File: src/hw/pwt_consts.svh
// Constants for the port word transfer block.
// Assumes inclusion by bare name from design and bench files.
`ifndef PWT_CONSTS_SVH
`define PWT_CONSTS_SVH

// =====================================================
// Widths and limits
`define PWT_WORD_W      32
`define PWT_IDX_W       5
`define PWT_MAX_BITS    32
`define PWT_MAX_DIGITS  8
`define PWT_DIGIT_BITS  4
`define PWT_ACC_VAR     99

// =====================================================
// Format codes
`define PWT_FMT_PLAIN   2'h0
`define PWT_FMT_HALF    2'h1
`define PWT_FMT_BYTE    2'h2
`define PWT_FMT_BOTH    2'h3
`define PWT_FMT_RESET   2'h0

`endif

File: src/hw/pwt_pkg.sv
// Types for the port word transfer block.
// Assumes pwt_consts.svh sits on the include path.
`include "pwt_consts.svh"

package pwt_pkg;

    // =================================================
    // Operation codes
    typedef enum logic [2:0]
    {
        PWT_OP_BIN_READ  = 3'h0,
        PWT_OP_BCD_READ  = 3'h1,
        PWT_OP_BIN_WRITE = 3'h2,
        PWT_OP_BCD_WRITE = 3'h3,
        PWT_OP_FORMAT    = 3'h4
    } pwt_op_t;

    // Command from the program interpreter
    typedef struct packed
    {
        pwt_op_t                  op;
        logic [`PWT_IDX_W-1:0]    start_idx;
        logic [`PWT_IDX_W-1:0]    end_idx;
        logic [3:0]               digits;
        logic [1:0]               fmt;
        logic [`PWT_WORD_W-1:0]   acc;
    } pwt_cmd_t;

    // Answer to the program interpreter
    typedef struct packed
    {
        logic                     done;
        logic                     err;
        logic [`PWT_WORD_W-1:0]   acc;
    } pwt_rsp_t;

endpackage : pwt_pkg

File: src/hw/pwt_port_word_transfer.sv
// Port word transfer: moves port ranges to and from the accumulator.
// Assumes commands come from logic on clk; port inputs come from pins.
//
// Summary of operation
// - Binary read gathers range into accumulator
// - Binary read range at most 32 bits
// - Full 32-bit read keeps sign bit
// - BCD read decodes digits into accumulator
// - BCD read at most eight digits
// - Four ports per BCD digit read
// - Binary write drives accumulator onto range
// - Binary write range at most 32 bits
// - BCD write encodes accumulator onto outputs
// - BCD write at most eight digits
// - Four outputs per BCD digit written
// - Stored format governs all four transfers
// - Format zero passes data unchanged, default
// - Format three swaps halves and bytes
`include "pwt_consts.svh"
`timescale 1ns/1ps
`default_nettype none

module pwt_port_word_transfer
(
    input  wire logic                    clk,
    input  wire logic                    sys_rst,
    input  wire logic                    cmd_valid,
    input  wire pwt_pkg::pwt_cmd_t       cmd,
    input  wire logic [`PWT_WORD_W-1:0]  port_in,
    output var  logic [`PWT_WORD_W-1:0]  port_out,
    output var  pwt_pkg::pwt_rsp_t       rsp,
    output var  logic [1:0]              fmt_cur
);
    import pwt_pkg::*;

    // =================================================
    // Helpers

    // Reorder a word per format; self-inverse
    function automatic logic [`PWT_WORD_W-1:0] fmt_swap
    (
        input logic [`PWT_WORD_W-1:0] w,
        input logic [1:0]             f
    );
        logic [`PWT_WORD_W-1:0] t;
        t = w;
        if (f[0])
            t = {t[15:0], t[31:16]};
        if (f[1])
            t = {t[23:16], t[31:24], t[7:0], t[15:8]};
        return t;
    endfunction : fmt_swap

    // Mask of the low n bits, n up to 32
    function automatic logic [`PWT_WORD_W-1:0] low_mask
    (
        input logic [5:0] n
    );
        logic [`PWT_WORD_W:0] m;
        m = ({{`PWT_WORD_W{1'b0}}, 1'b1} << n) - 33'h1;
        return m[`PWT_WORD_W-1:0];
    endfunction : low_mask

    // Packed BCD to binary, eight digits
    function automatic logic [`PWT_WORD_W-1:0] bcd_to_bin
    (
        input logic [`PWT_WORD_W-1:0] b
    );
        logic [`PWT_WORD_W-1:0] acc;
        acc = 32'h0;
        for (int i = `PWT_MAX_DIGITS - 1; i >= 0; i--)
            acc = 32'((acc * 32'd10) + {28'h0, b[i*4 +: 4]});
        return acc;
    endfunction : bcd_to_bin

    // Binary to packed BCD, eight digits
    function automatic logic [`PWT_WORD_W-1:0] bin_to_bcd
    (
        input logic [`PWT_WORD_W-1:0] v
    );
        logic [`PWT_WORD_W-1:0] r;
        logic [`PWT_WORD_W-1:0] q;
        r = 32'h0;
        q = v;
        for (int i = 0; i < `PWT_MAX_DIGITS; i++)
        begin
            r[i*4 +: 4] = 4'(q % 32'd10);
            q = q / 32'd10;
        end
        return r;
    endfunction : bin_to_bcd

    // =================================================
    // Input synchroniser
    logic [`PWT_WORD_W-1:0] sync1_r;
    logic [`PWT_WORD_W-1:0] sync2_r;
    logic [`PWT_WORD_W-1:0] sync1_nxt;
    logic [`PWT_WORD_W-1:0] sync2_nxt;

    // Next stage values; only stage two feeds the logic
    always_comb
    begin
        sync1_nxt = port_in;
        sync2_nxt = sync1_r;
    end

    // Two flops ahead of any port logic
    always_ff @(posedge clk)
    begin
        if (sys_rst)
        begin
            sync1_r <= 32'h0;
            sync2_r <= 32'h0;
        end
        else
        begin
            sync1_r <= sync1_nxt;
            sync2_r <= sync2_nxt;
        end
    end

    // =================================================
    // Transfer state
    logic [`PWT_WORD_W-1:0] out_r;
    logic [`PWT_WORD_W-1:0] out_nxt;
    pwt_rsp_t               rsp_r;
    pwt_rsp_t               rsp_nxt;
    logic [1:0]             fmt_r;
    logic [1:0]             fmt_nxt;
    logic [`PWT_WORD_W-1:0] out_val;
    logic [`PWT_WORD_W-1:0] out_ins;

    // =================================================
    // Command decode
    logic [5:0]             dec_width;
    logic [5:0]             dec_lo;
    logic [6:0]             dec_end;
    logic                   dec_bad;
    logic                   dec_write;
    logic [`PWT_WORD_W-1:0] dec_mask;
    logic [`PWT_WORD_W-1:0] rd_word;
    logic [`PWT_WORD_W-1:0] rd_field;

    // Span of the range in bits and whether it fits the word
    always_comb
    begin
        dec_width = 6'h0;
        dec_lo    = {1'b0, cmd.start_idx};
        dec_bad   = 1'b0;
        case (cmd.op)
            PWT_OP_BIN_READ, PWT_OP_BIN_WRITE:
            begin
                // Reversed range has no meaning
                if (cmd.end_idx < cmd.start_idx)
                begin
                    dec_bad = 1'b1;
                end
                dec_width = 6'(cmd.end_idx) - dec_lo + 6'h1;
            end
            PWT_OP_BCD_READ, PWT_OP_BCD_WRITE:
            begin
                // Zero digits or more than eight are refused
                if (cmd.digits == 4'h0 ||
                    cmd.digits > 4'(`PWT_MAX_DIGITS))
                begin
                    dec_bad = 1'b1;
                end
                dec_width = {cmd.digits, 2'b00};
            end
            default:
            begin
                dec_width = 6'h0;
            end
        endcase
        // Seven bits so that a wide span cannot wrap
        dec_end = {1'b0, dec_lo} + {1'b0, dec_width};
        if (dec_end > 7'(`PWT_MAX_BITS))
        begin
            dec_bad = 1'b1;
        end
        dec_mask  = low_mask(dec_width) << dec_lo;
        dec_write = (cmd.op == PWT_OP_BIN_WRITE) ||
                    (cmd.op == PWT_OP_BCD_WRITE);
    end

    // Synced port word in the selected order, cut down to the range
    always_comb
    begin
        rd_word  = fmt_swap(sync2_r, fmt_r);
        rd_field = (rd_word & dec_mask) >> dec_lo;
    end

    // =================================================
    // Output word

    // Next outputs: only a write that fits moves them
    always_comb
    begin
        out_val = cmd.acc;
        out_ins = 32'h0;
        out_nxt = out_r;
        if (cmd_valid && dec_write && !dec_bad)
        begin
            // Packed decimal keeps the low digits only
            if (cmd.op == PWT_OP_BCD_WRITE)
            begin
                out_val = bin_to_bcd(cmd.acc);
            end
            // Work in accumulator order, then put the format back
            out_ins = fmt_swap(out_r, fmt_r) & ~dec_mask;
            out_ins = out_ins
                    | ((out_val << dec_lo) & dec_mask);
            out_nxt = fmt_swap(out_ins, fmt_r);
        end
    end

    // Output register
    always_ff @(posedge clk)
    begin
        if (sys_rst)
        begin
            out_r <= 32'h0;
        end
        else
        begin
            out_r <= out_nxt;
        end
    end

    // =================================================
    // Answer to the interpreter

    // Done on every taken command; acc moves on a good read only
    always_comb
    begin
        rsp_nxt = '{done: 1'b0, err: 1'b0, acc: rsp_r.acc};
        if (cmd_valid)
        begin
            rsp_nxt.done = 1'b1;
            case (cmd.op)
                PWT_OP_BIN_READ:
                begin
                    rsp_nxt.err = dec_bad;
                    // A full 32-bit span keeps bit 31 as the sign
                    if (!dec_bad)
                    begin
                        rsp_nxt.acc = rd_field;
                    end
                end
                PWT_OP_BCD_READ:
                begin
                    rsp_nxt.err = dec_bad;
                    if (!dec_bad)
                    begin
                        rsp_nxt.acc = bcd_to_bin(rd_field);
                    end
                end
                PWT_OP_BIN_WRITE, PWT_OP_BCD_WRITE:
                begin
                    rsp_nxt.err = dec_bad;
                end
                PWT_OP_FORMAT:
                begin
                    rsp_nxt.err = 1'b0;
                end
                default:
                begin
                    rsp_nxt.err = 1'b1;
                end
            endcase
        end
    end

    // Answer register
    always_ff @(posedge clk)
    begin
        if (sys_rst)
        begin
            rsp_r <= '0;
        end
        else
        begin
            rsp_r <= rsp_nxt;
        end
    end

    // =================================================
    // Transfer format

    // Held until the next format select; never refused
    always_comb
    begin
        fmt_nxt = fmt_r;
        if (cmd_valid && cmd.op == PWT_OP_FORMAT)
        begin
            fmt_nxt = cmd.fmt;
        end
    end

    // Format register; plain order out of reset
    always_ff @(posedge clk)
    begin
        if (sys_rst)
        begin
            fmt_r <= `PWT_FMT_RESET;
        end
        else
        begin
            fmt_r <= fmt_nxt;
        end
    end

    // =================================================
    // Outputs straight from the registers
    assign port_out = out_r;
    assign rsp      = rsp_r;
    assign fmt_cur  = fmt_r;

endmodule : pwt_port_word_transfer

`default_nettype wire

File: config.mk
export PLATFORM = sky130hd
export DESIGN_NAME = pwt_port_word_transfer
export DESIGN_NICKNAME = d
export VERILOG_FILES = /design/src/hw/pwt_pkg.sv /design/src/hw/pwt_port_word_transfer.sv
export VERILOG_INCLUDE_DIRS = /design/src /design/src/hw
export SDC_FILE = /design/constraint.sdc
export NUM_CORES = 2
export LEC_CHECK = 0
export ABC_CLOCK_PERIOD_IN_PS = 40600
export BUFFER_PORTS_ARGS = -buffer_cell sky130_fd_sc_hd__buf_4
export CAP_MARGIN = 20
export CORE_ASPECT_RATIO = 1.5
export CORE_UTILIZATION = 50
export CTS_CLUSTER_SIZE = 14
export DETAILED_ROUTE_END_ITERATION = 10
export PLACE_DENSITY_LB_ADDON = 0.12
export SETUP_SLACK_MARGIN = 0.1
export SLEW_MARGIN = 5
export SYNTH_ARGS = -nofsm -noshare
export SYNTH_HDL_FRONTEND = slang
export SYNTH_SLANG_ARGS = --single-unit
File: constraint.sdc
create_clock -name clk -period 40.6 [get_ports clk]
set_clock_uncertainty 0.1 [all_clocks]
set_input_delay 2.03 -clock clk [delete_from_list [all_inputs] [get_ports clk]]
set_output_delay 2.03 -clock clk [all_outputs]
set_load 0.02 [all_outputs]
; After elaboration in Yosys (flattened, before gate mapping)
; Cells that the tools add are included.
[word_totals]
wordCells = 92
out_inout_bits = 68
input_bits = 86
regBits = 132
[classes]
div_mod_pow = 15
n_addsub = 11
n_bitwise = 6
multipliers = 7
reduce_logical = 14
n_eq_ne = 6
mux = 19
order_cmp = 3
n_shift = 4
[op_table]
columns = op, count
row1 = 32-bit 2-to-1 mux, 11
row2 = "32-bit by 4-bit modulo with 32-bit output, second input constant", 8
row3 = "32-bit by 4-bit divider with 32-bit output, second input constant", 7
row4 = 32-bit AND, 3
row5 = 32-bit by 4-bit adder with 32-bit output, 2
row6 = 32-bit one-hot mux with 2 select lines, 1
row7 = 32-bit by 5-bit left shift with 32-bit output, 2
row8 = 34-bit 2-to-1 mux, 1
row9 = "32-bit by 3-bit multiplier with 31-bit output, second input constant", 1
row10 = 32-bit inverter, 1
row11 = 32-bit OR, 1
row12 = "1-bit by 6-bit left shift with 32-bit output, first input constant", 1
row13 = 32-bit by 5-bit >> shifter with 32-bit output, 1
row14 = "32-bit by 1-bit subtractor with 32-bit output, second input constant", 1
row15 = "29-bit by 3-bit multiplier with 31-bit output, second input constant", 1
row16 = 28-bit by 4-bit adder with 29-bit output, 1
row17 = "24-bit by 3-bit multiplier with 27-bit output, second input constant", 1
row18 = 23-bit by 4-bit adder with 24-bit output, 1
row19 = "19-bit by 3-bit multiplier with 22-bit output, second input constant", 1
row20 = 18-bit by 4-bit adder with 19-bit output, 1
row21 = "14-bit by 3-bit multiplier with 17-bit output, second input constant", 1
row22 = 13-bit by 4-bit adder with 14-bit output, 1
row23 = "9-bit by 3-bit multiplier with 12-bit output, second input constant", 1
row24 = 6-bit one-hot mux with 2 select lines, 1
row25 = 24 further kinds, 34

; Logic depth before layout (Yosys ltp)
[logic_depth]
word_depth = 25
mapped_depth = 107
ltp_nobuf = 102

; Worst setup path before layout
; OpenSTA, ideal clock, no wires.
[synth_path]
path_kind = input to register
from = input port cmd[45] (netlist name)
to = register rsp_r, in the netlist rsp[31]
stages = 96
required_time_ns = 40.368
setup_time_ns = 0.132
slack_ns = 19.772
path_buffers = 6
arrival_ns = 20.596
cell_sequence = inv_2 buf_1 clkbuf_1 buf_1 clkbuf_1 clkbuf_1 ha_1 ha_1 a21o_1 a21oi_1 xnor2_1 nand2_1 a21oi_1 nor2_1 nand2_1 nor2_1 inv_1 ha_1 [60 not listed] ha_1 ha_1 inv_1 o21bai_1 a21oi_1 o21bai_1 a21oi_1 o21bai_1 xnor2_1 nor2b_1 nand2_1 nor3_1 nand2b_1 a21oi_1 o22ai_1 xnor2_1 o221ai_1 a21oi_1
[synth_between]
elab_chain_len = 24
word_cells_on_any_way = 34
classes_between = add/sub (11) / mul (7) / order compare (2) / eq/ne (2) / shift (3) / mux (7) / bitwise (1) / reduce/logical (1)
[synth_rtl]
columns = item, line
row1 = start: declaration, pwt_port_word_transfer.sv:28  ; input wire pwt_pkg::pwt_cmd_t cmd,
row2 = 5-bit by 5-bit subtractor with 6-bit output, pwt_port_word_transfer.sv:158  ; dec_width = 6'(cmd.end_idx) - dec_lo + 6'h1;
row3 = 6-bit by 1-bit adder with 6-bit output, pwt_port_word_transfer.sv:158
row4 = 6-bit one-hot mux with 2 select lines, pwt_port_word_transfer.sv:150  ; case (cmd.op)
row5 = 1-bit by 6-bit left shift with 32-bit output, pwt_port_word_transfer.sv:60  ; m = ({{`PWT_WORD_W{1'b0}}, 1'b1} << n) - 33'h1;
row6 = 32-bit by 1-bit subtractor with 32-bit output, pwt_port_word_transfer.sv:60
row7 = 32-bit by 5-bit left shift with 32-bit output, pwt_port_word_transfer.sv:181  ; dec_mask = low_mask(dec_width) << dec_lo;
row8 = 32-bit AND, pwt_port_word_transfer.sv:190  ; rd_field = (rd_word & dec_mask) >> dec_lo;
row9 = 32-bit by 5-bit >> shifter with 32-bit output, pwt_port_word_transfer.sv:190
row10 = [8 not listed], n/a
row11 = 24-bit by 3-bit multiplier with 27-bit output, pwt_port_word_transfer.sv:72  ; acc = 32'((acc * 32'd10) + {28'h0, b[i*4 +: 4]});
row12 = 28-bit by 4-bit adder with 29-bit output, pwt_port_word_transfer.sv:72
row13 = 29-bit by 3-bit multiplier with 31-bit output, pwt_port_word_transfer.sv:72
row14 = 32-bit by 4-bit adder with 32-bit output, pwt_port_word_transfer.sv:72
row15 = 32-bit by 3-bit multiplier with 31-bit output, pwt_port_word_transfer.sv:72
row16 = 32-bit by 4-bit adder with 32-bit output, pwt_port_word_transfer.sv:72
row17 = 32-bit 2-to-1 mux, pwt_port_word_transfer.sv:253  ; if (!dec_bad)
row18 = 32-bit one-hot mux with 2 select lines, pwt_port_word_transfer.sv:240  ; case (cmd.op)
row19 = end signal: assignment, pwt_port_word_transfer.sv:283  ; rsp_r <= rsp_nxt;
row20 = end: declaration, pwt_port_word_transfer.sv:126  ; pwt_rsp_t rsp_r;
; Several ways; a longest one is shown, not always the timed one. The select of a mux whose other input is x is not followed.
; A chain may end at the register's enable or synchronous reset.

; Worst setup path after layout
[layout_path]
from = input port cmd[31] (netlist name)
to = register out_r[31] (netlist: port_out[31])
[layout_between]
elab_chain_len = 15
word_cells_on_any_way = 22
classes_between = div (15) / shift (1) / mux (4) / bitwise (2)
[layout_rtl]
columns = item, line
row1 = 32-bit by 4-bit divider with 32-bit output (7 in a row), pwt_port_word_transfer.sv:88  ; q = q / 32'd10;
row2 = 32-bit by 4-bit modulo with 32-bit output, pwt_port_word_transfer.sv:87  ; r[i*4 +: 4] = 4'(q % 32'd10);
row3 = 32-bit 2-to-1 mux *, pwt_port_word_transfer.sv:205  ; if (cmd.op == PWT_OP_BCD_WRITE)
row4 = 32-bit 2-to-1 mux *, pwt_port_word_transfer.sv:202  ; if (cmd_valid && dec_write && !dec_bad)
row5 = 32-bit by 5-bit left shift with 32-bit output *, pwt_port_word_transfer.sv:212  ; | ((out_val << dec_lo) & dec_mask);
row6 = 32-bit AND *, pwt_port_word_transfer.sv:212
row7 = 32-bit OR *, pwt_port_word_transfer.sv:212
row8 = 32-bit 2-to-1 mux *, pwt_port_word_transfer.sv:47  ; if (f[0])
row9 = 32-bit 2-to-1 mux *, pwt_port_word_transfer.sv:49  ; if (f[1])
row10 = end signal: assignment, pwt_port_word_transfer.sv:226  ; out_r <= out_nxt;
row11 = end: declaration, pwt_port_word_transfer.sv:124  ; logic [`PWT_WORD_W-1:0] out_r;
; Every way passes the cells marked *; elsewhere a longest branch is shown, timed or not. The select of a mux whose other input is x is not followed.

==> impl_metrics.ini <==
[clock_network]
insertion_delay_ns = 0.48
cts_hold_buf = 0
cts_max_path_buffers = 3
cts_tree = done
cts_resized = 0
cts_buffers = 25
cts.reportedPaths.clkPinSlew_ns = 0.06
cts_sinks = 132
postCtsSetupRepairBufs = 0
root_buffer = clkbuf_16
htree_levels = 4

[route]
drt_iter0_markers = 4859
wl_per_cell_um = 21.4
routed_wl_um = 165000
dr.pass1.iters = 6
drcViolationCount = 0
vias = 52500
via_per_inst = 6.82
final_antenna_net_count = 0

[synthesis]
ys_ff_latch = 132
synth_area_um2 = 46600
yosysWarnings = 0
synth_enable_flop_cells = 0
synth_cell_types = 154
ys_seq_area_frac = 0.0567
yosys.area.top_type = ha_1
ys.flop_type = dfxtp_1
syn_avg_cell_area_um2 = 7.01
synthArstFlopShare = 0
synth_area_leaders = ha_1, dfxtp_1, a21oi_1, nand2_1, mux2i_1
syn_inst = 6656
synth_top_area_frac = 0.0767

[worst_setup_path]
r2r_slack_ns = 24.45
worst_path_most_repeated_cell = nor2_1
endpoint_kind = register
critPathBufInv = 5
slowest_delay_ns = 0.95
critPathCapture = port_out[31]
critical_path_class = in -> reg
path_depth = 63
cp-start-kind = primary input
critPathTopFamily = compound AO/OA/AOI/OAI gates
cp_slowest_cell = o2111ai_1
crit_start = cmd[31]
crit_fanout = 31
r2r-start = fmt_cur[0]
ff2ff_path_depth = 67
required_ns = 40.80
r2r-end = rsp[31]
arrival_ns = 24.46

[hold_path]
worstHoldPathType = reg -> reg
hp-start = sync1_r[7]
whs_path_depth = 1

[die]
design.core.area_um2 = 92100
row_count = 136
dieArea_um2 = 94500
num_io_pins = 154
initial_core_util = 0.507
die_y_um = 376
die_width_um = 251

[timing]
slew_violations = 0
relSlewSlack = 0.234
setup_tns_ns = 0
fmax_ghz = 0.0412
final-hold-violation-count = 0
period_share = 0.597
period_needed_ns = 24.26
setup_viol = 0
worst_slew_pin_slew_ns = 1.15
rsz0062_at_grt = no

[outcome]
status = finished clean

[cells_and_area]
multi_input_area_um2 = 41000
area_growth_pct = 4.06
fin_cells = 7694
fillCellCount = 9237
seq_area_um2 = 2650
final_cell_area_um2 = 48500
final_util = 0.527
drive_gt1_frac = 0.105
layout.nets = 6834

[global_route]
grt-ovfl-total = 0
antenna_found_initial = 1
grt_max_degree = 77
grt_pass1_vias = 49000
grt_use_total = 0.330
grt_pass1_wl_um = 260000

[place]
placed_cells = 7656
hpwl_um = 128000
io_buffers = 153
place_area_um2 = 47800
gp_congestion = 1.01

[flow_run]
cap_violations = 0
[registers in the layout, summed over array words and instances (netlist names)]
| signal | cells |
|---|---|
| sync2_r | 32 |
| port_out | 32 |
| fmt_cur | 2 |
| rsp | 34 |
| sync1_r | 32 |
[Yosys cell counts, types with 70 or more instances]
cell type and count:
a21oi_1 510, o21ai_0 345, ha_1 286, nor2_1 600
and2_1 70, nor2b_1 90, and3_1 90, xnor2_1 240
dfxtp_1 132, clkbuf_1 251, o21bai_1 97, buf_2 133
inv_1 213, mux2i_1 226, nor3_1 216, xor2_1 107
o211ai_1 143, mux2_2 86, a31oi_1 85, nand3_1 226
a211oi_1 144, a21o_1 92, nand2_1 620
[cells by family (layout without fill, tap and decap cells)]
family,Yosys count,after routing,synth area share
simple gates,2361,2361,0.249
compound gates,2423,2423,0.381
mux,366,366,0.0938
flops,132,132,0.0567
fa+ha+maj,310,310,0.0856
buf+inv,709,501,0.0658
xor+xnor,354,354,0.0680
other cells,1,5,0.0000804
[layout by cell type (no fill, tap or decap), types with 48 or more instances in the layout]
master	n
nor3_1	214
xnor2_1	240
nand4_1	61
a211oi_1	143
xor2_1	107
or3_1	55
a221oi_1	56
and3_1	90
nor2b_1	90
o21ai_0	345
nand3_1	226
o22ai_1	52
o31ai_1	51
nor4_1	68
nand2b_1	48
nand2_1	620
buf_4	235
and2_1	70
o21a_1	62
a21oi_1	510
ha_1	286
o21bai_1	97
o211ai_1	143
a31oi_1	85
dfxtp_1	130
nor2_1	600
inv_1	212
mux2i_1	226
mux2_2	86
a21o_1	92
[worst min path at each step]
stage                       end  slack, ns
finish               sync2_r[7]       0.32
global route         sync2_r[7]       0.34
CTS                  sync2_r[7]       0.32
detailed placement   sync2_r[7]       0.32
global placement    sync2_r[13]       0.32
floorplan            sync2_r[0]       0.31
[metal layers]
metal  up-vias  track usage  share of wire
met5         -            0              0
li1      25100            -              -
met4         0        0.207          0.064
met3       483       0.0238          0.048
met1     24900        0.377           0.39
met2      2029        0.593           0.49
[through the flow]
step | hold slack [ns] | worst slack (ns)
2_1_floorplan | 0.314 | 19.77
3_5_place_dp | 0.323 | 16.46
5_1_grt | 0.339 | 15.07
4_1_cts | 0.324 | 16.89
6_report | 0.322 | 16.34
3_3_place_gp | 0.317 | 16.73
[layout make-up]
type | count | share of cell area
antenna | 1 | 0.0000516
clock buffer | 30 | 0.0135
clock inverter | 3 | 0.000361
timing repair buffer | 237 | 0.0366
tap | 1242 | 0.0320
sequential | 132 | 0.0546
inverter | 231 | 0.0179
multi-input combinational | 5818 | 0.845
[worst reg2reg max path, delay by kind of cell (launching register included)]
family,cells,cell delay [ns]
compound gates,20,3.78
fa+ha+maj,15,4.71
mux,2,0.66
buf+inv,4,0.27
simple gates,12,2.60
flops,1,0.75
xor+xnor,14,3.24
Power is not shown: default switching activity piles up to over one toggle a cycle in this logic, so the estimate is an artifact.
